<file path="src/sso_regs.vh">
// Register map, field positions, reset values and timing counts for the servo status outputs
`ifndef SSO_REGS_VH
`define SSO_REGS_VH

// ==========================================================================
// Register offsets (byte addresses)
`define SSO_CTRL_OFS        8'h00
`define SSO_ASSIGN_OFS      8'h04
`define SSO_LOCK_DLY_OFS    8'h08
`define SSO_INPOS_OFS       8'h0C
`define SSO_ZSP_OFS         8'h10
`define SSO_SETSPD_OFS      8'h14
`define SSO_SPDLIM_OFS      8'h18
`define SSO_DROOP_OFS       8'h1C
`define SSO_SPEED_OFS       8'h20
`define SSO_FLAGS_OFS       8'h24
`define SSO_IRQ_STAT_OFS    8'h28
`define SSO_IRQ_MASK_OFS    8'h2C

// ==========================================================================
// Control register fields
`define SSO_CTRL_SERVO_ON   0
`define SSO_CTRL_ALARM      1
`define SSO_CTRL_BASE_OFF   2
`define SSO_CTRL_DRV_RDY    3
`define SSO_CTRL_MODE_LO    4
`define SSO_CTRL_MODE_HI    5
`define SSO_CTRL_TQ_CONT    6

// Control modes
`define SSO_MODE_POS        2'h0
`define SSO_MODE_SPD        2'h1
`define SSO_MODE_TRQ        2'h2

// ==========================================================================
// Flag codes, also bit positions in the flags and interrupt registers
`define SSO_FLAG_NONE       3'h0
`define SSO_FLAG_BRAKE      3'h1
`define SSO_FLAG_MALF       3'h2
`define SSO_FLAG_INPOS      3'h3
`define SSO_FLAG_READY      3'h4
`define SSO_FLAG_SPDRCH     3'h5
`define SSO_FLAG_SPDLIM     3'h6
`define SSO_FLAG_ZSPD       3'h7

// Pin assignment defaults: {pin_c, pin_b, pin_a}
`define SSO_ASSIGN_RST      9'h0D1

// ==========================================================================
// Reset values of settings and fixed speed thresholds
`define SSO_LOCK_DLY_RST    16'h0064
`define SSO_INPOS_RST       16'h0064
`define SSO_ZSP_RST         16'h0032
`define SSO_ZSP_HYST        16'h0014
`define SSO_SPD_TOL_ABS     16'h0014
`define SSO_SPD_LOW_LIM     16'h0014

// ==========================================================================
// Timing: clock rate and power-on delay window
`define SSO_CLK_HZ          50000000
`define SSO_MALF_MIN_MS     2500
`define SSO_MALF_MAX_MS     3500
`define SSO_MALF_DLY_MS     3000
`define SSO_MS_CYCLES       (`SSO_CLK_HZ / 1000)

`endif

</file>
<file path="src/sso_status_outputs.v">
// Servo status output flags with pin assignment, register slave and interrupt
//
// The Wishbone slave port and the register offsets were decided locally.
`timescale 1ns/100ps
`include "sso_regs.vh"

module sso_status_outputs
#(
   parameter MALF_DLY_MS = `SSO_MALF_DLY_MS,
   parameter MS_CYCLES   = `SSO_MS_CYCLES
)
(
   input  wire        clk_i,            // System clock, 50 MHz
   input  wire        rst_i,            // Synchronous reset, high
   input  wire [7:0]  adr_i,            // Wishbone byte address
   input  wire [31:0] dat_i,            // Wishbone write data
   output reg  [31:0] dat_o,            // Wishbone read data
   input  wire        we_i,             // Wishbone write enable
   input  wire [3:0]  sel_i,            // Wishbone byte selects
   input  wire        cyc_i,            // Wishbone cycle
   input  wire        stb_i,            // Wishbone strobe
   output reg         ack_o,            // Wishbone acknowledge
   output reg         pin_a_o,          // Output pin A
   output reg         pin_b_o,          // Output pin B
   output reg         pin_c_o,          // Output pin C
   output reg         irq_o             // Level interrupt
);

   // ==========================================================================
   // Register storage
   reg  [6:0]  ctrl_q;
   reg  [8:0]  assign_q;
   reg  [15:0] lock_dly_q;
   reg  [15:0] inpos_q;
   reg  [15:0] zsp_q;
   reg  [15:0] setspd_q;
   reg  [15:0] spdlim_q;
   reg  [15:0] droop_q;
   reg  [15:0] speed_q;
   reg  [7:0]  irq_stat_q;
   reg  [7:0]  irq_mask_q;
   reg  [7:0]  flags_q;
   reg  [7:0]  flags_prev_q;

   wire        bus_req  = cyc_i & stb_i & ~ack_o;
   wire        bus_wr   = bus_req & we_i;
   wire        bus_rd   = bus_req & ~we_i;

   wire        servo_on = ctrl_q[`SSO_CTRL_SERVO_ON];
   wire        alarm    = ctrl_q[`SSO_CTRL_ALARM];
   wire        base_off = ctrl_q[`SSO_CTRL_BASE_OFF];
   wire        drv_rdy  = ctrl_q[`SSO_CTRL_DRV_RDY];
   wire [1:0]  mode     = ctrl_q[`SSO_CTRL_MODE_HI:`SSO_CTRL_MODE_LO];
   wire        tq_cont  = ctrl_q[`SSO_CTRL_TQ_CONT];

   // Merge a 16-bit setting with the byte selects
   function [15:0] merge16;
      input [15:0] old;
      input [31:0] wd;
      input [3:0]  sel;
      begin
         merge16 = {sel[1] ? wd[15:8] : old[15:8], sel[0] ? wd[7:0] : old[7:0]};
      end
   endfunction

   // ==========================================================================
   // Millisecond tick and timers
   reg  [15:0] ms_div_q;
   reg         ms_tick_q;
   reg  [11:0] malf_cnt_q;
   reg         malf_done_q;
   reg  [15:0] lock_cnt_q;
   reg         brake_q;

   always @(posedge clk_i)
   begin
      if (rst_i)
      begin
         ms_div_q  <= 16'h0000;
         ms_tick_q <= 1'b0;
      end
      else if (ms_div_q == MS_CYCLES - 1)
      begin
         ms_div_q  <= 16'h0000;
         ms_tick_q <= 1'b1;
      end
      else
      begin
         ms_div_q  <= ms_div_q + 16'h0001;
         ms_tick_q <= 1'b0;
      end
   end

   // Power-on delay restarts on reset; midpoint keeps margin both ways
   // power-on delay
   always @(posedge clk_i)
   begin
      if (rst_i)
      begin
         malf_cnt_q  <= 12'h000;
         malf_done_q <= 1'b0;
      end
      else if (ms_tick_q && !malf_done_q)
      begin
         if (malf_cnt_q == MALF_DLY_MS - 1)
            malf_done_q <= 1'b1;
         malf_cnt_q <= malf_cnt_q + 12'h001;
      end
   end

   // Brake released after delay, dropped at once on off or alarm
   always @(posedge clk_i)
   begin
      if (rst_i)
      begin
         lock_cnt_q <= 16'h0000;
         brake_q    <= 1'b0;
      end
      else if (!servo_on || alarm)
      begin
         lock_cnt_q <= 16'h0000;
         brake_q    <= 1'b0;
      end
      else if (!brake_q)
      begin
         if (lock_cnt_q >= lock_dly_q)
            brake_q <= 1'b1;
         else if (ms_tick_q)
            lock_cnt_q <= lock_cnt_q + 16'h0001;
      end
   end

   // ==========================================================================
   // Flag derivation
   wire [15:0] spd_abs  = speed_q[15] ? (~speed_q + 16'h0001) : speed_q;
   wire [15:0] set_abs  = setspd_q[15] ? (~setspd_q + 16'h0001) : setspd_q;
   wire [15:0] drp_abs  = droop_q[15] ? (~droop_q + 16'h0001) : droop_q;
   // Tolerance = set/20 + 20, widened to avoid overflow
   wire [17:0] tol      = {2'b00, set_abs} / 18'd20 + {2'b00, `SSO_SPD_TOL_ABS};
   wire [17:0] spd_w    = {2'b00, spd_abs};
   wire [17:0] set_w    = {2'b00, set_abs};
   wire        sign_ok  = (speed_q[15] == setspd_q[15]) || (spd_abs == 16'h0000);
   wire [17:0] zsp_off  = {2'b00, zsp_q} + {2'b00, `SSO_ZSP_HYST};

   reg         zspd_q;
   reg  [7:0]  flags_d;

   always @(posedge clk_i)
   begin
      if (rst_i)
         zspd_q <= 1'b1;
      else if (spd_abs <= zsp_q)
         zspd_q <= 1'b1;
      else if (spd_w >= zsp_off)
         zspd_q <= 1'b0;
   end

   always @*
   begin
      flags_d = 8'h00;
      flags_d[`SSO_FLAG_BRAKE] = brake_q;
      flags_d[`SSO_FLAG_MALF]  = malf_done_q & ~base_off & ~alarm;
      flags_d[`SSO_FLAG_INPOS] = (mode == `SSO_MODE_POS) & ~tq_cont & (drp_abs <= inpos_q);
      flags_d[`SSO_FLAG_READY] = servo_on & drv_rdy & ~alarm;
      flags_d[`SSO_FLAG_SPDRCH] = servo_on & (mode == `SSO_MODE_SPD) &
                                  ((set_abs <= `SSO_SPD_LOW_LIM) ||
                                   (sign_ok && spd_w + tol >= set_w && spd_w <= set_w + tol));
      flags_d[`SSO_FLAG_SPDLIM] = servo_on & (mode == `SSO_MODE_TRQ) & (spd_abs >= spdlim_q);
      flags_d[`SSO_FLAG_ZSPD]   = zspd_q;
   end

   // ==========================================================================
   // Flags, pins and interrupt
   always @(posedge clk_i)
   begin
      if (rst_i)
      begin
         flags_q      <= 8'h00;
         flags_prev_q <= 8'h00;
         pin_a_o      <= 1'b0;
         pin_b_o      <= 1'b0;
         pin_c_o      <= 1'b0;
         irq_o        <= 1'b0;
      end
      else
      begin
         flags_q      <= flags_d;
         flags_prev_q <= flags_q;
         pin_a_o      <= flags_q[assign_q[2:0]];
         pin_b_o      <= flags_q[assign_q[5:3]];
         pin_c_o      <= flags_q[assign_q[8:6]];
         irq_o        <= |(irq_stat_q & irq_mask_q);
      end
   end

   // Any flag change is an event; set wins over read-clear
   wire [7:0]  flag_evt = (flags_q ^ flags_prev_q) & 8'hFE;
   wire        stat_rd  = bus_rd && adr_i == `SSO_IRQ_STAT_OFS;

   always @(posedge clk_i)
   begin
      if (rst_i)
         irq_stat_q <= 8'h00;
      else if (stat_rd)
         irq_stat_q <= flag_evt;
      else
         irq_stat_q <= irq_stat_q | flag_evt;
   end

   // ==========================================================================
   // Wishbone slave, one wait state, unmapped reads zero
   always @(posedge clk_i)
   begin
      if (rst_i)
      begin
         ack_o      <= 1'b0;
         dat_o      <= 32'h00000000;
         ctrl_q     <= 7'h00;
         assign_q   <= `SSO_ASSIGN_RST;
         lock_dly_q <= `SSO_LOCK_DLY_RST;
         inpos_q    <= `SSO_INPOS_RST;
         zsp_q      <= `SSO_ZSP_RST;
         setspd_q   <= 16'h0000;
         spdlim_q   <= 16'h0000;
         droop_q    <= 16'h0000;
         speed_q    <= 16'h0000;
         irq_mask_q <= 8'h00;
      end
      else
      begin
         ack_o <= bus_req;
         dat_o <= 32'h00000000;
         if (bus_wr)
         begin
            case (adr_i)
               `SSO_CTRL_OFS:     if (sel_i[0]) ctrl_q <= dat_i[6:0];
               `SSO_ASSIGN_OFS:   assign_q <= {sel_i[1] ? dat_i[8] : assign_q[8], sel_i[0] ? dat_i[7:0] : assign_q[7:0]};
               `SSO_LOCK_DLY_OFS: lock_dly_q <= merge16(lock_dly_q, dat_i, sel_i);
               `SSO_INPOS_OFS:    inpos_q <= merge16(inpos_q, dat_i, sel_i);
               `SSO_ZSP_OFS:      zsp_q <= merge16(zsp_q, dat_i, sel_i);
               `SSO_SETSPD_OFS:   setspd_q <= merge16(setspd_q, dat_i, sel_i);
               `SSO_SPDLIM_OFS:   spdlim_q <= merge16(spdlim_q, dat_i, sel_i);
               `SSO_DROOP_OFS:    droop_q <= merge16(droop_q, dat_i, sel_i);
               `SSO_SPEED_OFS:    speed_q <= merge16(speed_q, dat_i, sel_i);
               `SSO_IRQ_MASK_OFS: if (sel_i[0]) irq_mask_q <= dat_i[7:0];
               default:           ;
            endcase
         end
         if (bus_rd)
         begin
            case (adr_i)
               `SSO_CTRL_OFS:     dat_o <= {25'h0000000, ctrl_q};
               `SSO_ASSIGN_OFS:   dat_o <= {23'h000000, assign_q};
               `SSO_LOCK_DLY_OFS: dat_o <= {16'h0000, lock_dly_q};
               `SSO_INPOS_OFS:    dat_o <= {16'h0000, inpos_q};
               `SSO_ZSP_OFS:      dat_o <= {16'h0000, zsp_q};
               `SSO_SETSPD_OFS:   dat_o <= {16'h0000, setspd_q};
               `SSO_SPDLIM_OFS:   dat_o <= {16'h0000, spdlim_q};
               `SSO_DROOP_OFS:    dat_o <= {16'h0000, droop_q};
               `SSO_SPEED_OFS:    dat_o <= {16'h0000, speed_q};
               `SSO_FLAGS_OFS:    dat_o <= {24'h000000, flags_q};
               `SSO_IRQ_STAT_OFS: dat_o <= {24'h000000, irq_stat_q};
               `SSO_IRQ_MASK_OFS: dat_o <= {24'h000000, irq_mask_q};
               default:           dat_o <= 32'h00000000;
            endcase
         end
      end
   end

endmodule

</file>
<file path="config.mk">
export PLATFORM = sky130hd
export DESIGN_NAME = sso_status_outputs
export DESIGN_NICKNAME = d
export VERILOG_FILES = /design/src/sso_status_outputs.v
export VERILOG_INCLUDE_DIRS = /design/src
export SDC_FILE = /design/constraint.sdc
export NUM_CORES = 1
export LEC_CHECK = 0
export BUFFER_PORTS_ARGS = -buffer_cell sky130_fd_sc_hd__buf_2
export CAP_MARGIN = 15
export CORE_ASPECT_RATIO = 0.8
export CORE_MARGIN = 2
export CORE_UTILIZATION = 38
export DETAILED_ROUTE_END_ITERATION = 8
export PLACE_DENSITY = 0.51
export SLEW_MARGIN = 40
export SYNTH_ARGS = -nofsm -noshare
export SYNTH_HDL_FRONTEND = slang
export SYNTH_SLANG_ARGS = --single-unit
</file>
<file path="constraint.sdc">
create_clock -name clk_i -period 20 [get_ports clk_i]
set_clock_uncertainty 0.2 [all_clocks]
set_input_delay 4 -clock clk_i [delete_from_list [all_inputs] [get_ports clk_i]]
set_output_delay 4 -clock clk_i [all_outputs]
set_load 0.05 [all_outputs]
</file>
==> results.txt <==
----------------------------------------------------
[CTS]
  Post-CTS repair timing setup buffer count ... 0
  Number of gates resized after cts ... 0
  Clock latency reported for the late side of the worst-skew pair ... 560 ps
  CTS H-tree depth ... 1
  Number of hold-repair buffers added at the cts stage ... 0
  Clock root cell ... clkbuf_16
  Maximum number of buffers from clock root to sink ... 3
  Number of sinks handled by clock tree synthesis ... between 200 and 250
  CTS tree ... done
  Register clock-pin slew on the reported worst setup and hold paths ... around 60 ps
  Number of CTS-inserted buffers ... 25

[Timing]
  Setup repair after global routing missed its margin ... false
  Max-slew violations ... 0
  Hold Fails Final Rpt ... 0
  Setup tns final ... 0 ps
  Max-slew headroom ... between 40 and 50%
  Final worst-path cycle share ... a little over half
  Worst Max-Slew Pin Slew ... between 800 and 900 ps
  Final Critical Period ... around 11000 ps
  Final setup violation count ... 0
  Final critical-path setup slack ... between 9000 and 10000 ps
  Achievable Freq ... between 0.09 and 0.1 GHz

[Drt]
  Routed length on met2 ... between 20000 and 25000 um
  Routed wire length ... 51000 um
  DR WL/cell ... between 15 and 20 um
  Pre-antenna DRT Iters ... 6
  Routed wire length on met3 ... roughly 3500 um
  DRC Markers ... 0
  Number of nets with antenna violations after detailed routing ... 0
  Met1 Routed Length ... ~25000 um
  Initial DRC count ... 1442
  Average vias per placed instance ... 5.78
  Uppermost layer routed ... met4
  Vias post-DR ... 14900

[Global route]
  Gr usage total ... between 20% and 30%
  Largest net degree at the start of global routing ... a little over 90
  Wire length of the first global-routing pass ... about 80000 um
  Overflow left after global routing ... 0
  Vias in the first global route ... ~14000
  Number of antenna violations at the first check in global routing ... 0

[Logic synthesis]
  Proportion of netlist area held by the largest area contributor ... 28.8%
  Largest area contributor in the synthesized netlist ... dfxtp_1
  Number of enable-type register cells in the synthesized netlist ... 0
  Fraction of the yosys area taken by sequential cells ... slightly below 30%
  Area of the mapped netlist ... 0.0157 sq mm
  Post-synthesis register bit count ... about 230
  Avg Synthesized Cell Area ... 7.78 sq um
  Synthesized instance count ... roughly 2000
  Number of distinct standard cells referenced by the synthesized netlist ... between 90 and 100
  Cells taking the most area after synthesis ... dfxtp_1 29%, ha_1 11%, a21oi_1 6.8%
  Yosys warnings ... 0
  Asr flop ratio synth ... 0%
  Synth Flop Type ... dfxtp_1

[Worst hold path]
  Hold path start ... ms_div_q[0]$_SDFF_PP0_
  Class of the tightest hold or removal check ... reg -> reg
  Worst hold path depth ... 1
  Worst-case hold path end point ... ms_div_q[0]$_SDFF_PP0_

[Place]
  Placement-stage worst setup slack ... 9650 ps
  Port-buffer cells ... a little over 50
  Placed Area ... approximately 0.016 sq mm
  Routability-driven placement congestion ratio ... 0.886
  Post-DP HPWL ... roughly 37000 um

[Worst setup path]
  Arrival time worst endpoint ... roughly 11000 ps
  Reg2reg path depth ... slightly above 40
  Reg-to-reg endpoint ... flags_q[5]$_SDFF_PP0_
  Launching point of the worst reg2reg path ... setspd_q[2]$_SDFFE_PP0P_
  Type of the setup path with the least slack ... reg -> reg
  Critical Path Most Common Cell ... a21oi_1
  Worst Setup End Kind ... register
  Slowest cell on the critical path ... or3_1
  Data required, critical path ... about 20000 ps
  Category of the worst setup path launch point ... register
  Startpoint of the worst setup timing path ... setspd_q[2]$_SDFFE_PP0P_
  Setup slack of the most critical reg-to-reg path ... 9470 ps
  CP Max Fanout ... 15
  Critical path's largest stage delay ... 710 ps

[Layout]
  Layout cell share with drive strength beyond 1 ... 8.63%
  Most frequent cells in the layout ... 251 x nand2_1, 226 x dfxtp_1, 212 x a21oi_1
  Footprint of the multi-input gates ... 0.0103 sq mm
  Register area ... about 0.0045 sq mm
  Final cell area excluding filler cells ... approximately 0.017 sq mm
  Filler instances ... ~4200
  Most frequent standard cell in the layout excluding fill and tap cells ... nand2_1
  Count of inserted antenna diode cells ... 0
  Utilization after layout ... ~42%
  Count of nets after finishing ... 2206
  Synthesis-to-layout area growth ... 9.67%

[Floorplanning]
  Die outline area ... ~0.043 sq mm
  Row count ... 66
  Initial Utilization ... 38.5%
  Floorplan Core Area ... between 0.04 and 0.05 sq mm
  Die extent in y ... 186 um
  Number of ports placed on the die boundary ... 86
  Die X ... between 200 and 250 um

[Power]
  Total power draw ... between 900 and 1000 uW
  Combinational share of power ... about 3.6%
  Power per standard cell area ... between 50 and 60 mW/mm^2
  Sequential share of power ... a little under half
  Worst-case vdd ir drop ... 0.0675 mV
  Switching part of the total power ... a little under a quarter
  Clock network power share ... between 40% and 50%
  Cell-internal power ... about 720 uW
  Switching power total ... approximately 230 uW
  LEAKAGE ... 0.00662 uW

[Status]
  Result of the run ... completed

[Run]
  Max-cap viol count ... 0

----------------------------------------------------
-- cell families (layout without fill, tap and decap cells) --
group | Yosys count | count (layout) | share of synthesized area, %
fa+ha+maj | 147 | 147 | 11.8
simple gates | 737 | 737 | 22.6
xor+xnor | 114 | 114 | 6.41
compound gates | 545 | 545 | 23.2
other cells | 1 | 18 | 0.0239
buf+inv | 237 | 232 | 6.28
flops | 226 | 226 | 28.8
mux | 9 | 9 | 0.837
-- stage by stage --
step	hold slack, ps	std cells
final	260	2572
after global routing	288	2572
after CTS	266	2572
after detailed placement	252	2529
after global placement	243	2528
after floorplan	225	2033
-- layout make-up --
| cell class | count | area share, % |
|---|---|---|
| inverters | 113 | 2.46 |
| multi-input cells | 1570 | 60.0 |
| repair buffers | 76 | 2.63 |
| clock inverters | 6 | 0.429 |
| well taps | 544 | 3.96 |
| clock buffers | 37 | 4.25 |
| flip-flops and latches | 226 | 26.3 |
-- synthesized netlist by cell type (14+ instances only) --
master	n
dfxtp_1	226
a21oi_1	212
ha_1	143
nand4_1	25
clkbuf_1	91
xnor2_1	76
inv_1	107
buf_4	16
o21ai_0	67
a22oi_1	22
nor2_1	130
nor2b_1	30
xor2_1	37
nand2_1	251
a31oi_1	23
nand3_1	136
a22o_1	22
nor3_1	26
nand2b_1	26
a21o_1	48
or4_1	16
a221oi_1	23
o31ai_1	15
or3_1	17
nor4_1	14
-- worst max-delay path: cells and delay by family (launching register included) --
| family | cells | cell delay (ps) |
|---|---|---|
| DFF | 1 | 440 |
| xor gates and xnor gates | 3 | 960 |
| AOI/OAI and AO/OA | 26 | 5910 |
| buffers and inverters | 3 | 580 |
| adders and majority gates | 2 | 590 |
| and+or+nand+nor | 7 | 1760 |
-- how the worst max path moves through the flow --
stage | to | slack [ps] | cells past startpoint
4_1_cts | flags_q[5]$_SDFF_PP0_ | 9590 | 42
3_5_place_dp | flags_q[5]$_SDFF_PP0_ | 9650 | 41
2_1_floorplan | flags_q[5]$_SDFF_PP0_ | 11470 | 44
6_report | flags_q[5]$_SDFF_PP0_ | 9470 | 41
5_1_grt | flags_q[5]$_SDFF_PP0_ | 8610 | 42
3_3_place_gp | flags_q[5]$_SDFF_PP0_ | 9820 | 40
-- state kept, by name, indices dropped and copies added (netlist names), 7 cells and up --
register	count
inpos_q	16
droop_q	16
flags_prev_q	7
malf_cnt_q	12
lock_dly_q	16
setspd_q	16
irq_stat_q	7
spdlim_q	16
dat_o	16
speed_q	16
irq_mask_q	8
lock_cnt_q	16
assign_q	9
ctrl_q	7
flags_q	7
ms_div_q	16
zsp_q	16
-- power by group through the flow --
| stage | sequential, uW | combinational (uW) | clock, uW |
|---|---|---|---|
| after floorplan | 463 | 23.7 | 0 |
| after global placement | 463 | 33.9 | 0 |
| after detailed placement | 463 | 34.1 | 0 |
| after CTS | 453 | 34.2 | 470 |
| after global routing | 453 | 36.8 | 489 |
| final | 453 | 34.6 | 463 |
-- layer usage --
metal	vias up	GRT usage, %
met5	-	0
met4	0	3.87
met3	50	4.44
met2	459	34.9
met1	7123	35.5
li1	7230	-
Power figures use the tool's default switching activity.
